File: src/design/bcx_cfg.svh
// Offsets, field positions, reset values and cycle counts of the branch unit
`ifndef BCX_CFG_SVH
`define BCX_CFG_SVH

`define BCX_AW            12
`define BCX_ADDR_CTRL     12'h000
`define BCX_ADDR_STAT     12'h004
`define BCX_ADDR_PSW      12'h008
`define BCX_ADDR_PC       12'h00C
`define BCX_ADDR_CYC      12'h010

`define BCX_CTRL_RST      3'h0
`define BCX_CLK_SEL_MAX   3'h4
`define BCX_PSW_RST       8'h00
`define BCX_PC_RST        16'h0000

`define BCX_PSW_IE        7
`define BCX_PSW_Z         6
`define BCX_PSW_RBS1      5
`define BCX_PSW_AC        4
`define BCX_PSW_RBS0      3
`define BCX_PSW_CY        0

`define BCX_STAT_BUSY     0
`define BCX_STAT_TAKEN    1
`define BCX_STAT_HALT     2
`define BCX_STAT_STOP     3

`define BCX_CYC_NOP       10'd4
`define BCX_CYC_SEL       10'd8
`define BCX_CYC_12        10'd12
`define BCX_CYC_16        10'd16
`define BCX_CYC_18        10'd18
`define BCX_CYC_20        10'd20
`define BCX_CYC_22        10'd22
`define BCX_CYC_24        10'd24
`define BCX_CYC_PER_WAIT  10'd2

`define BCX_LEN_1         16'h0001
`define BCX_LEN_2         16'h0002
`define BCX_LEN_3         16'h0003
`define BCX_LEN_4         16'h0004

`endif

File: src/design/bcx_pkg.sv
// Types of the branch and CPU-control execution unit
package bcx_pkg;

	typedef enum logic [3:0] {
		OP_JUMP_ALWAYS   = 4'h0,
		OP_JUMP_IF_CARRY = 4'h1,
		OP_JUMP_IF_NO_CY = 4'h2,
		OP_JUMP_IF_ZERO  = 4'h3,
		OP_JUMP_IF_NZ    = 4'h4,
		OP_BIT_SET       = 4'h5,
		OP_BIT_CLEAR     = 4'h6,
		OP_TEST_CLEAR    = 4'h7,
		OP_DEC_JNZ       = 4'h8,
		OP_BANK_CHOOSE   = 4'h9,
		OP_NO_OPERATION  = 4'hA,
		OP_INTS_ON       = 4'hB,
		OP_INTS_OFF      = 4'hC,
		OP_HALT          = 4'hD,
		OP_STOP          = 4'hE
	} bcx_op_t;

	typedef enum logic [3:0] {
		MD_ABS   = 4'h0,
		MD_REL   = 4'h1,
		MD_AX    = 4'h2,
		MD_SHORT = 4'h3,
		MD_SFR   = 4'h4,
		MD_ACC   = 4'h5,
		MD_PSW   = 4'h6,
		MD_IND   = 4'h7,
		MD_REGB  = 4'h8,
		MD_REGC  = 4'h9,
		MD_NONE  = 4'hF
	} bcx_mode_t;

	typedef enum logic [0:0] {
		ST_IDLE = 1'b0,
		ST_RUN  = 1'b1
	} bcx_state_t;

endpackage : bcx_pkg

File: src/design/bcx_exec.sv
// Branch and CPU-control execution unit with an APB register slave
// Function
// - Unconditional jump: absolute, relative, accumulator-X
// - Carry and zero conditional jumps, PC+2
// - Bit-set jump short-direct and accumulator forms
// - Bit-set jump on special register, PC+4
// - Bit-set jump on status word, PC+3
// - Bit-clear jump branches when bit is zero
// - Test-clear jump clears the tested set bit
// - Decrement then branch on non-zero result
// - Interrupts-on sets interrupt master enable
// - Interrupts-off clears interrupt master enable
// - Indirect bit tests add two per read wait
// - Indirect test-clear adds two per write wait
// - Counted clocks are core clock periods
// - Fast RAM or no data uses short count
// - Fetch outside internal ROM adds cycles
`timescale 1ns/1ps
`include "bcx_cfg.svh"

module bcx_exec #(
	parameter int CW = 10,
	parameter int WW = 4
) (
	input  wire logic                 pclk,
	input  wire logic                 presetn,
	input  wire logic                 psel,
	input  wire logic                 penable,
	input  wire logic                 pwrite,
	input  wire logic [`BCX_AW-1:0]   paddr,
	input  wire logic [31:0]          pwdata,
	output logic      [31:0]          prdata,
	output logic                      pready,
	output logic                      pslverr,
	input  wire logic                 issue_valid,
	output logic                      issue_ready,
	input  wire bcx_pkg::bcx_op_t     issue_op,
	input  wire bcx_pkg::bcx_mode_t   issue_mode,
	input  wire logic [15:0]          issue_addr16,
	input  wire logic [7:0]           issue_offset,
	input  wire logic [2:0]           issue_bit,
	input  wire logic [1:0]           issue_bank,
	input  wire logic                 issue_fast_area,
	input  wire logic [7:0]           issue_fetch_extra,
	input  wire logic [WW-1:0]        issue_rd_waits,
	input  wire logic [WW-1:0]        issue_wr_waits,
	input  wire logic [7:0]           opnd_data,
	input  wire logic [7:0]           acc_data,
	input  wire logic [7:0]           x_data,
	input  wire logic [7:0]           b_data,
	input  wire logic [7:0]           c_data,
	input  wire logic                 wake,
	output logic                      done,
	output logic                      taken,
	output logic      [15:0]          pc,
	output logic                      wb_valid,
	output bcx_pkg::bcx_mode_t        wb_sel,
	output logic      [7:0]           wb_data,
	output logic      [7:0]           program_status_word,
	output logic                      int_master_enable,
	output logic      [1:0]           bank_choice_bits,
	output logic                      halt_mode,
	output logic                      stop_mode
);

	bcx_pkg::bcx_state_t state_ff;
	bcx_pkg::bcx_op_t    op_ff;
	bcx_pkg::bcx_mode_t  mode_ff, wb_sel_ff;
	logic [15:0]         addr_ff, pc_ff;
	logic [7:0]          offset_ff, opnd_ff, acc_ff, x_ff, b_ff, c_ff;
	logic [7:0]          psw_ff, wb_data_ff;
	logic [2:0]          bit_ff, clk_sel_ff;
	logic [1:0]          bank_ff;
	logic [CW-1:0]       cnt_ff, last_cyc_ff;
	logic [3:0]          div_ff;
	logic                done_ff, taken_ff, wb_valid_ff, halt_ff, stop_ff;
	logic [31:0]         prdata_ff;
	logic                core_tick, start, finish, branch, bit_val;
	logic                apb_setup, apb_wr, mapped;
	logic [3:0]          div_mask;
	logic [CW-1:0]       nxt_total;
	logic [7:0]          src_byte, dec_val;
	logic [15:0]         pc_next, pc_rel, nxt_pc;

	// Base clocks for one instruction; slow area picks the long column
	function automatic logic [CW-1:0] base_cycles(
		input bcx_pkg::bcx_op_t   op,
		input bcx_pkg::bcx_mode_t md,
		input logic               fast
	);
		logic [9:0] c;
		case (op)
			bcx_pkg::OP_JUMP_ALWAYS:
				c = (md == bcx_pkg::MD_AX) ? `BCX_CYC_16 : `BCX_CYC_12;
			bcx_pkg::OP_BIT_SET:
				case (md)
					bcx_pkg::MD_SHORT: c = fast ? `BCX_CYC_16 : `BCX_CYC_18;
					bcx_pkg::MD_SFR:   c = `BCX_CYC_22;
					bcx_pkg::MD_PSW:   c = `BCX_CYC_18;
					bcx_pkg::MD_IND:   c = fast ? `BCX_CYC_20 : `BCX_CYC_22;
					default:           c = `BCX_CYC_16;
				endcase
			bcx_pkg::OP_BIT_CLEAR:
				case (md)
					bcx_pkg::MD_ACC: c = `BCX_CYC_16;
					bcx_pkg::MD_IND, bcx_pkg::MD_SHORT: c = fast ? `BCX_CYC_20 : `BCX_CYC_22;
					default:         c = `BCX_CYC_22;
				endcase
			bcx_pkg::OP_TEST_CLEAR:
				case (md)
					bcx_pkg::MD_ACC: c = `BCX_CYC_16;
					bcx_pkg::MD_IND, bcx_pkg::MD_SHORT: c = fast ? `BCX_CYC_20 : `BCX_CYC_24;
					default:         c = `BCX_CYC_24;
				endcase
			bcx_pkg::OP_DEC_JNZ:
				c = (md != bcx_pkg::MD_SHORT) ? `BCX_CYC_12 :
					fast ? `BCX_CYC_16 : `BCX_CYC_20;
			bcx_pkg::OP_BANK_CHOOSE:  c = `BCX_CYC_SEL;
			bcx_pkg::OP_NO_OPERATION: c = `BCX_CYC_NOP;
			default:                  c = `BCX_CYC_12;
		endcase
		base_cycles = CW'(c);
	endfunction : base_cycles

	// Instruction length in bytes, which sets the relative base
	function automatic logic [15:0] instr_len(
		input bcx_pkg::bcx_op_t   op,
		input bcx_pkg::bcx_mode_t md
	);
		case (op)
			bcx_pkg::OP_JUMP_ALWAYS:
				instr_len = (md == bcx_pkg::MD_ABS) ? `BCX_LEN_3 : `BCX_LEN_2;
			bcx_pkg::OP_BIT_SET:
				instr_len = (md == bcx_pkg::MD_SFR) ? `BCX_LEN_4 : `BCX_LEN_3;
			bcx_pkg::OP_BIT_CLEAR, bcx_pkg::OP_TEST_CLEAR:
				instr_len = (md == bcx_pkg::MD_ACC || md == bcx_pkg::MD_IND) ?
					`BCX_LEN_3 : `BCX_LEN_4;
			bcx_pkg::OP_DEC_JNZ:
				instr_len = (md == bcx_pkg::MD_SHORT) ? `BCX_LEN_3 : `BCX_LEN_2;
			bcx_pkg::OP_NO_OPERATION: instr_len = `BCX_LEN_1;
			default:                  instr_len = `BCX_LEN_2;
		endcase
	endfunction : instr_len

	// Core clock is pclk divided by a power of two chosen by software
	assign div_mask  = 4'(({1'b0, 4'h1} << clk_sel_ff) - 5'h01);
	assign core_tick = (div_ff == div_mask);
	always_ff @(posedge pclk or negedge presetn) begin
		if (!presetn) begin
			div_ff <= 4'h0;
		end else if (core_tick) begin
			div_ff <= 4'h0;
		end else begin
			div_ff <= div_ff + 4'h1;
		end
	end

	assign issue_ready = (state_ff == bcx_pkg::ST_IDLE) && !halt_ff && !stop_ff;
	assign start       = issue_valid && issue_ready;
	assign finish      = (state_ff == bcx_pkg::ST_RUN) && core_tick &&
	                     (cnt_ff == CW'(1));

	// Wait states only count when the operand lies outside fast RAM
	always_comb begin
		nxt_total = base_cycles(issue_op, issue_mode, issue_fast_area) +
			CW'(issue_fetch_extra);
		if (issue_mode == bcx_pkg::MD_IND && !issue_fast_area &&
		    issue_op inside {bcx_pkg::OP_BIT_SET, bcx_pkg::OP_BIT_CLEAR,
		                     bcx_pkg::OP_TEST_CLEAR}) begin
			nxt_total = nxt_total +
				CW'(`BCX_CYC_PER_WAIT * issue_rd_waits);
			if (issue_op == bcx_pkg::OP_TEST_CLEAR)
				nxt_total = nxt_total +
					CW'(`BCX_CYC_PER_WAIT * issue_wr_waits);
		end
	end

	always_ff @(posedge pclk or negedge presetn) begin
		if (!presetn) begin
			state_ff    <= bcx_pkg::ST_IDLE;
			{cnt_ff, last_cyc_ff} <= '0;
		end else begin
			case (state_ff)
				bcx_pkg::ST_IDLE: begin
					if (start) begin
						state_ff    <= bcx_pkg::ST_RUN;
						cnt_ff      <= nxt_total;
						last_cyc_ff <= nxt_total;
					end
				end
				bcx_pkg::ST_RUN: begin
					if (finish)
						state_ff <= bcx_pkg::ST_IDLE;
					if (core_tick)
						cnt_ff <= cnt_ff - CW'(1);
				end
				default: state_ff <= bcx_pkg::ST_IDLE;
			endcase
		end
	end
	// Operands are captured at issue so the source may move on
	always_ff @(posedge pclk or negedge presetn) begin
		if (!presetn) begin
			op_ff   <= bcx_pkg::OP_NO_OPERATION;
			mode_ff <= bcx_pkg::MD_NONE;
			{addr_ff, offset_ff, bit_ff, bank_ff} <= '0;
			{opnd_ff, acc_ff, x_ff, b_ff, c_ff}   <= '0;
		end else if (start) begin
			op_ff   <= issue_op;
			mode_ff <= issue_mode;
			{addr_ff, offset_ff, bit_ff, bank_ff} <=
				{issue_addr16, issue_offset, issue_bit, issue_bank};
			{opnd_ff, acc_ff, x_ff, b_ff, c_ff} <=
				{opnd_data, acc_data, x_data, b_data, c_data};
		end
	end

	// Branch decision and target
	always_comb begin
		case (mode_ff)
			bcx_pkg::MD_ACC:  src_byte = acc_ff;
			bcx_pkg::MD_PSW:  src_byte = psw_ff;
			bcx_pkg::MD_REGB: src_byte = b_ff;
			bcx_pkg::MD_REGC: src_byte = c_ff;
			default:          src_byte = opnd_ff;
		endcase
		bit_val = src_byte[bit_ff];
		dec_val = src_byte - 8'h01;
		case (op_ff)
			bcx_pkg::OP_JUMP_ALWAYS:   branch = 1'b1;
			bcx_pkg::OP_JUMP_IF_CARRY: branch = psw_ff[`BCX_PSW_CY];
			bcx_pkg::OP_JUMP_IF_NO_CY: branch = !psw_ff[`BCX_PSW_CY];
			bcx_pkg::OP_JUMP_IF_ZERO:  branch = psw_ff[`BCX_PSW_Z];
			bcx_pkg::OP_JUMP_IF_NZ:    branch = !psw_ff[`BCX_PSW_Z];
			bcx_pkg::OP_BIT_SET:       branch = bit_val;
			bcx_pkg::OP_BIT_CLEAR:     branch = !bit_val;
			bcx_pkg::OP_TEST_CLEAR:    branch = bit_val;
			bcx_pkg::OP_DEC_JNZ:       branch = (dec_val != 8'h00);
			default:                   branch = 1'b0;
		endcase
		pc_next = pc_ff + instr_len(op_ff, mode_ff);
		pc_rel  = pc_next + {{8{offset_ff[7]}}, offset_ff};
		nxt_pc  = pc_next;
		if (branch) begin
			if (op_ff == bcx_pkg::OP_JUMP_ALWAYS &&
			    mode_ff == bcx_pkg::MD_ABS)
				nxt_pc = addr_ff;
			else if (op_ff == bcx_pkg::OP_JUMP_ALWAYS &&
			         mode_ff == bcx_pkg::MD_AX)
				nxt_pc = {acc_ff, x_ff};
			else
				nxt_pc = pc_rel;
		end
	end

	always_ff @(posedge pclk or negedge presetn) begin
		if (!presetn) begin
			pc_ff    <= `BCX_PC_RST;
			{done_ff, taken_ff} <= 2'h0;
		end else begin
			done_ff <= finish;
			if (finish) begin
				pc_ff    <= nxt_pc;
				taken_ff <= branch;
			end
		end
	end

	// Operand write-back: decremented value or cleared bit
	always_ff @(posedge pclk or negedge presetn) begin
		if (!presetn) begin
			{wb_valid_ff, wb_data_ff} <= 9'h000;
			wb_sel_ff   <= bcx_pkg::MD_NONE;
		end else begin
			wb_valid_ff <= 1'b0;
			if (finish && op_ff == bcx_pkg::OP_DEC_JNZ) begin
				wb_valid_ff <= 1'b1;
				wb_data_ff  <= dec_val;
				wb_sel_ff   <= mode_ff;
			end else if (finish && op_ff == bcx_pkg::OP_TEST_CLEAR &&
			             bit_val && mode_ff != bcx_pkg::MD_PSW) begin
				wb_valid_ff <= 1'b1;
				wb_data_ff  <= src_byte & ~(8'h01 << bit_ff);
				wb_sel_ff   <= mode_ff;
			end
		end
	end

	// Status word: enable, bank choice and flag clears
	always_ff @(posedge pclk or negedge presetn) begin
		if (!presetn) begin
			psw_ff <= `BCX_PSW_RST;
		end else if (finish) begin
			case (op_ff)
				bcx_pkg::OP_INTS_ON:  psw_ff[`BCX_PSW_IE] <= 1'b1;
				bcx_pkg::OP_INTS_OFF: psw_ff[`BCX_PSW_IE] <= 1'b0;
				bcx_pkg::OP_BANK_CHOOSE:
					{psw_ff[`BCX_PSW_RBS1], psw_ff[`BCX_PSW_RBS0]} <= bank_ff;
				bcx_pkg::OP_TEST_CLEAR: begin
					if (mode_ff == bcx_pkg::MD_PSW && bit_val)
						psw_ff[bit_ff] <= 1'b0;
				end
				default: psw_ff <= psw_ff;
			endcase
		end
	end

	// Low-power modes hold issue off until woken
	always_ff @(posedge pclk or negedge presetn) begin
		if (!presetn) begin
			{halt_ff, stop_ff} <= 2'h0;
		end else begin
			// Entry wins over a wake in the same cycle
			halt_ff <= (finish && op_ff == bcx_pkg::OP_HALT) ||
			           (halt_ff && !wake);
			stop_ff <= (finish && op_ff == bcx_pkg::OP_STOP) ||
			           (stop_ff && !wake);
		end
	end

	// APB slave: zero wait states, read data prepared in setup
	assign apb_setup = psel && !penable;
	assign apb_wr    = psel && penable && pwrite;
	assign mapped    = paddr inside {`BCX_ADDR_CTRL, `BCX_ADDR_STAT,
	                   `BCX_ADDR_PSW, `BCX_ADDR_PC, `BCX_ADDR_CYC};
	assign pready    = 1'b1;
	assign pslverr   = psel && penable && !mapped;

	always_ff @(posedge pclk or negedge presetn) begin
		if (!presetn) begin
			clk_sel_ff <= `BCX_CTRL_RST;
		end else if (apb_wr && paddr == `BCX_ADDR_CTRL) begin
			// Out of range selects clamp to the slowest divider
			if (pwdata[2:0] > `BCX_CLK_SEL_MAX)
				clk_sel_ff <= `BCX_CLK_SEL_MAX;
			else
				clk_sel_ff <= pwdata[2:0];
		end
	end

	always_ff @(posedge pclk or negedge presetn) begin
		if (!presetn) begin
			prdata_ff <= 32'h0000_0000;
		end else if (apb_setup && !pwrite) begin
			case (paddr)
				`BCX_ADDR_CTRL: prdata_ff <= {29'h0, clk_sel_ff};
				`BCX_ADDR_STAT: prdata_ff <= {28'h0, stop_ff, halt_ff, taken_ff,
				                              state_ff == bcx_pkg::ST_RUN};
				`BCX_ADDR_PSW:  prdata_ff <= {24'h0, psw_ff};
				`BCX_ADDR_PC:   prdata_ff <= {16'h0, pc_ff};
				`BCX_ADDR_CYC:  prdata_ff <= 32'(last_cyc_ff);
				default:        prdata_ff <= 32'h0000_0000;
			endcase
		end
	end

	assign prdata            = prdata_ff;
	assign done              = done_ff;
	assign taken             = taken_ff;
	assign pc                = pc_ff;
	assign wb_valid          = wb_valid_ff;
	assign wb_sel            = wb_sel_ff;
	assign wb_data           = wb_data_ff;
	assign program_status_word               = psw_ff;
	assign int_master_enable = psw_ff[`BCX_PSW_IE];
	assign bank_choice_bits  = {psw_ff[`BCX_PSW_RBS1], psw_ff[`BCX_PSW_RBS0]};
	assign halt_mode         = halt_ff;
	assign stop_mode         = stop_ff;

endmodule : bcx_exec

File: config.mk
export PLATFORM = sky130hd
export DESIGN_NAME = bcx_exec
export DESIGN_NICKNAME = d
export VERILOG_FILES = /design/src/design/bcx_pkg.sv /design/src/design/bcx_exec.sv
export VERILOG_INCLUDE_DIRS = /design/src /design/src/design
export SDC_FILE = /design/constraint.sdc
export NUM_CORES = 1
export LEC_CHECK = 0
export CAP_MARGIN = 20
export CORE_ASPECT_RATIO = 0.8
export CORE_UTILIZATION = 60
export CTS_BUF_LIST = sky130_fd_sc_hd__clkbuf_2 sky130_fd_sc_hd__clkbuf_4 sky130_fd_sc_hd__clkbuf_8
export DETAILED_ROUTE_END_ITERATION = 10
export DONT_BUFFER_PORTS = 1
export PLACE_DENSITY = 0.76
export SETUP_SLACK_MARGIN = 0.02
export SLEW_MARGIN = 5
export SYNTH_ARGS = -nofsm -noshare
export SYNTH_HDL_FRONTEND = slang
export SYNTH_SLANG_ARGS = --single-unit
export TNS_END_PERCENT = 30
File: constraint.sdc
create_clock -name pclk -period 14.6 [get_ports pclk]
set_input_delay 0 -clock pclk [delete_from_list [all_inputs] [get_ports pclk]]
set_output_delay 0 -clock pclk [all_outputs]
set_load 0.02 [all_outputs]
==> impl_metrics.xml <==
<?xml version="1.0" encoding="UTF-8"?>
<metrics>
  <group name="run_status">
    <metric name="status" unit="">completed</metric>
  </group>
  <group name="sta">
    <metric name="final.setup_skew" unit="ns">0.0126</metric>
    <metric name="final.period_utilization" unit="%">39.9</metric>
    <metric name="finalSetupTns" unit="ns">0</metric>
    <metric name="report.final.hold_viol_count" unit="">0</metric>
    <metric name="timing.final.max_slew_violations" unit="">0</metric>
    <metric name="finalWorstPathRequiredPeriod" unit="ns">5.82</metric>
    <metric name="finalSetupViolations" unit="">0</metric>
    <metric name="setup_repair_after_global_routing_missed_its_margin" unit="">false</metric>
    <metric name="finalHoldWorstSlack" unit="ns">0.0304</metric>
    <metric name="slew_hr" unit="%">32.4</metric>
    <metric name="max_clock_freq" unit="MHz">172</metric>
    <metric name="worst_margin_pin_slew" unit="ns">1.01</metric>
  </group>
  <group name="floorplanning">
    <metric name="floorplan.initialDensity" unit="%">62.2</metric>
    <metric name="floorplan.core_area" unit="µm²">16700</metric>
    <metric name="die_width" unit="µm">149</metric>
    <metric name="die_outline_area" unit="µm²">17800</metric>
    <metric name="io_pins" unit="">224</metric>
    <metric name="die-height" unit="µm">120</metric>
    <metric name="std_cell_rows" unit="">42</metric>
  </group>
  <group name="setup_path">
    <metric name="setup.worst_path.start" unit="">mode_ff[1]</metric>
    <metric name="r2r_slack" unit="ns">8.78</metric>
    <metric name="setup.worst_path.start_class" unit="">register</metric>
    <metric name="critical_path.reg2reg.startpoint" unit="">mode_ff[1]</metric>
    <metric name="crit_arrival" unit="ns">6.15</metric>
    <metric name="worst_setup_path_endpoint" unit="">pc[13]</metric>
    <metric name="rr_worst_depth" unit="">23</metric>
    <metric name="worst-path-max-fanout" unit="">37</metric>
    <metric name="worst-endpoint-required" unit="ns">14.92</metric>
    <metric name="crit-reg2reg-capture" unit="">pc[13]</metric>
    <metric name="crit_path_kind" unit="">reg -&gt; reg</metric>
    <metric name="timing.critical_path.to_type" unit="">register</metric>
  </group>
  <group name="global_route">
    <metric name="antenna_found_initial" unit="">0</metric>
    <metric name="track_usage" unit="%">32.3</metric>
    <metric name="overflow" unit="">0</metric>
    <metric name="first_global_vias" unit="">8543</metric>
    <metric name="grt_max_degree" unit="">163</metric>
    <metric name="grt_pass1_wl" unit="µm">44500</metric>
  </group>
  <group name="logic_synthesis">
    <metric name="synth_area_leaders" unit="">dfrtp_1, nand2_1, ha_1, mux2i_1, o21ai_0</metric>
    <metric name="synth-edff-count" unit="">0</metric>
    <metric name="synth.top_cell.area_share" unit="%">36.6</metric>
    <metric name="ys_seq_area_share" unit="%">39.1</metric>
    <metric name="post-synth-top-area-cell" unit="">dfrtp_1</metric>
    <metric name="netlist_area" unit="µm²">10400</metric>
    <metric name="synth_most_common_cell" unit="">nand2_1</metric>
    <metric name="yosys_register_bits" unit="">162</metric>
    <metric name="synthArstFlopShare" unit="%">100</metric>
    <metric name="yosysWarningCount" unit="">0</metric>
    <metric name="yosys_most_used_dff" unit="">dfrtp_1</metric>
    <metric name="synth.cells.most_frequent" unit="">nand2_1, dfrtp_1, o21ai_0</metric>
    <metric name="syn-mean-instance-area" unit="µm²">8.26</metric>
    <metric name="synth_cell_type_count" unit="">74</metric>
    <metric name="syn_inst" unit="">1257</metric>
  </group>
  <group name="route">
    <metric name="drt_drc_violations_left" unit="">0</metric>
    <metric name="dr.first_iter.drc_count" unit="">716</metric>
    <metric name="drt_first_pass_iters" unit="">5</metric>
    <metric name="total_vias_in_the_final_route" unit="">9105</metric>
    <metric name="routedWlPerCell" unit="µm">18.1</metric>
    <metric name="vias_per_cell" unit="">5.90</metric>
    <metric name="drt-total-wl" unit="µm">27900</metric>
    <metric name="postRouteAntennaNets" unit="">0</metric>
  </group>
  <group name="placed_design">
    <metric name="numPortBuffers" unit="">0</metric>
    <metric name="placedCellCount" unit="">1411</metric>
    <metric name="placement.cell_area" unit="µm²">10300</metric>
    <metric name="gpl_wtd_cong" unit="">0.942</metric>
    <metric name="post-dp-hpwl" unit="µm">19000</metric>
  </group>
  <group name="hold_path">
    <metric name="worst_hold_path.num_cells" unit="">4</metric>
    <metric name="min_path_type" unit="">in -&gt; reg</metric>
  </group>
  <group name="finish">
    <metric name="num_antenna_cells" unit="">0</metric>
    <metric name="finish.net_count" unit="">1496</metric>
    <metric name="final_core_utilization" unit="%">70.6</metric>
    <metric name="area.growth.synth_to_final" unit="%">13.5</metric>
    <metric name="stdcell_area" unit="µm²">11800</metric>
    <metric name="post_layout_nonfiller_instances" unit="">1544</metric>
    <metric name="drive_above_1_share" unit="%">5.44</metric>
  </group>
  <group name="clocking">
    <metric name="cts.hold.buffers_added" unit="">100</metric>
    <metric name="cts.clk_slew.worst_paths" unit="ns">0.08</metric>
    <metric name="tritoncts" unit="">built</metric>
    <metric name="cts-htree-levels" unit="">4</metric>
    <metric name="clockBufferDepth" unit="">2</metric>
    <metric name="cts.repair_timing.setup_buffer_count" unit="">0</metric>
    <metric name="cts_resized" unit="">0</metric>
    <metric name="clk-insertion-delay-late" unit="ns">0.47</metric>
    <metric name="cts_inserted_buffers" unit="">17</metric>
    <metric name="clock_sinks" unit="">162</metric>
    <metric name="cts-root-buf" unit="">clkbuf_8</metric>
  </group>
  <group name="pwr">
    <metric name="power_density_over_the_cells" unit="nW/µm²">78.2</metric>
    <metric name="power.leakage" unit="nW">5.57</metric>
    <metric name="peakVddDrop" unit="mV">0.0463</metric>
  </group>
  <group name="run">
    <metric name="drv_cap" unit="">0</metric>
  </group>
</metrics>
[cells in the final DEF (no fill, tap or decap), drive strengths merged, types with 14 or more instances in the layout]
| cell type | count |
|---|---|
| a21oi | 50 |
| a22oi | 14 |
| clkbuf | 22 |
| conb | 17 |
| dfrtp | 152 |
| dlygate4sd3 | 99 |
| ha | 35 |
| inv | 36 |
| mux2 | 15 |
| mux2i | 43 |
| nand2 | 343 |
| nand3 | 43 |
| nor2 | 70 |
| nor3 | 24 |
| o21ai | 87 |
| xnor2 | 34 |
| xor2 | 17 |
[where the power goes]
group / switching (W) / internal (W)
sequential: 0.00000581 / 0.000453
clock: 0.000174 / 0.000174
combinational: 0.0000614 / 0.0000535
[metal layers]
metal / share of wire, % / vias up / global-route usage [%]
li1: - / 4393 / -
met1: 45 / 4334 / 45.6
met2: 45 / 351 / 49.7
met3: 8.6 / 27 / 8.59
met4: 1.3 / 0 / 6.70
met5: 0 / - / 0
[registers in the layout, summed over array words and instances (netlist names), 8 cells and up]
register,count
addr_ff,16
pc,16
prdata,16
cnt_ff,10
last_cyc_ff,10
acc_ff,8
b_ff,8
c_ff,8
offset_ff,8
opnd_ff,8
program_status_word,8
wb_data,8
x_ff,8
[stage by stage]
step           setup WS, ns  power (W)
2_1_floorplan          9.62   0.000543
3_3_place_gp           9.07   0.000547
3_5_place_dp           8.94   0.000551
4_1_cts                8.90   0.000924
5_1_grt                8.46   0.000960
6_report               8.78   0.000922
[final cells by class]
type	instances	area, µm²
multi-input combinational	989	5830
clock buffer	22	297
sequential	162	4070
fill	1355	4920
inverter	33	124
timing repair buffer	108	1080
clock inverter	10	123
tap	220	275
[worst min-delay path by stage]
stage	to	slack, ns	from
after floorplan	acc_ff[0]	-0.30	presetn
after global placement	prdata[2]	-0.29	presetn
after detailed placement	prdata[0]	-0.29	presetn
after CTS	last_cyc_ff[9]	0.02	issue_fetch_extra[7]
after global routing	prdata[2]	0.02	paddr[2]
final	prdata[4]	0.03	paddr[3]
[cell families (layout without fill, tap and decap cells)]
group / Yosys count / count (layout) / synth area share, %
AND/OR/NAND/NOR: 573 / 573 / 24.8
AO/OA/AOI/OAI: 250 / 250 / 15.4
flip-flops: 162 / 162 / 39.1
buffers and inverters: 121 / 173 / 5.31
multiplexers: 58 / 58 / 5.81
XOR/XNOR: 51 / 51 / 4.30
adder cells (fa/ha/maj): 40 / 40 / 5.18
other: 2 / 17 / 0.0723
[worst max-delay path: stages (launching register included)]
cell and delay [ns]:
dfstp_2 0.52, buf_4 0.44, nor3b_1 0.17, o21ai_0 0.19
nand2_1 0.09, o31ai_1 0.38, ha_1 0.28, fa_1 0.22
a21oi_1 0.08, nor2b_1 0.27, nand2_1 0.16, nor4_1 0.56
xnor2_1 0.18, ha_1 0.35, nand2_1 0.09, nor3_1 0.05
o31a_1 0.11, o41ai_1 0.56, o21ai_0 0.23, or2_2 0.31
nand3_1 0.08, o21ai_0 0.09, mux2i_1 0.16, a22oi_1 0.10
No activity file was read; power rests on OpenSTA's default activity.
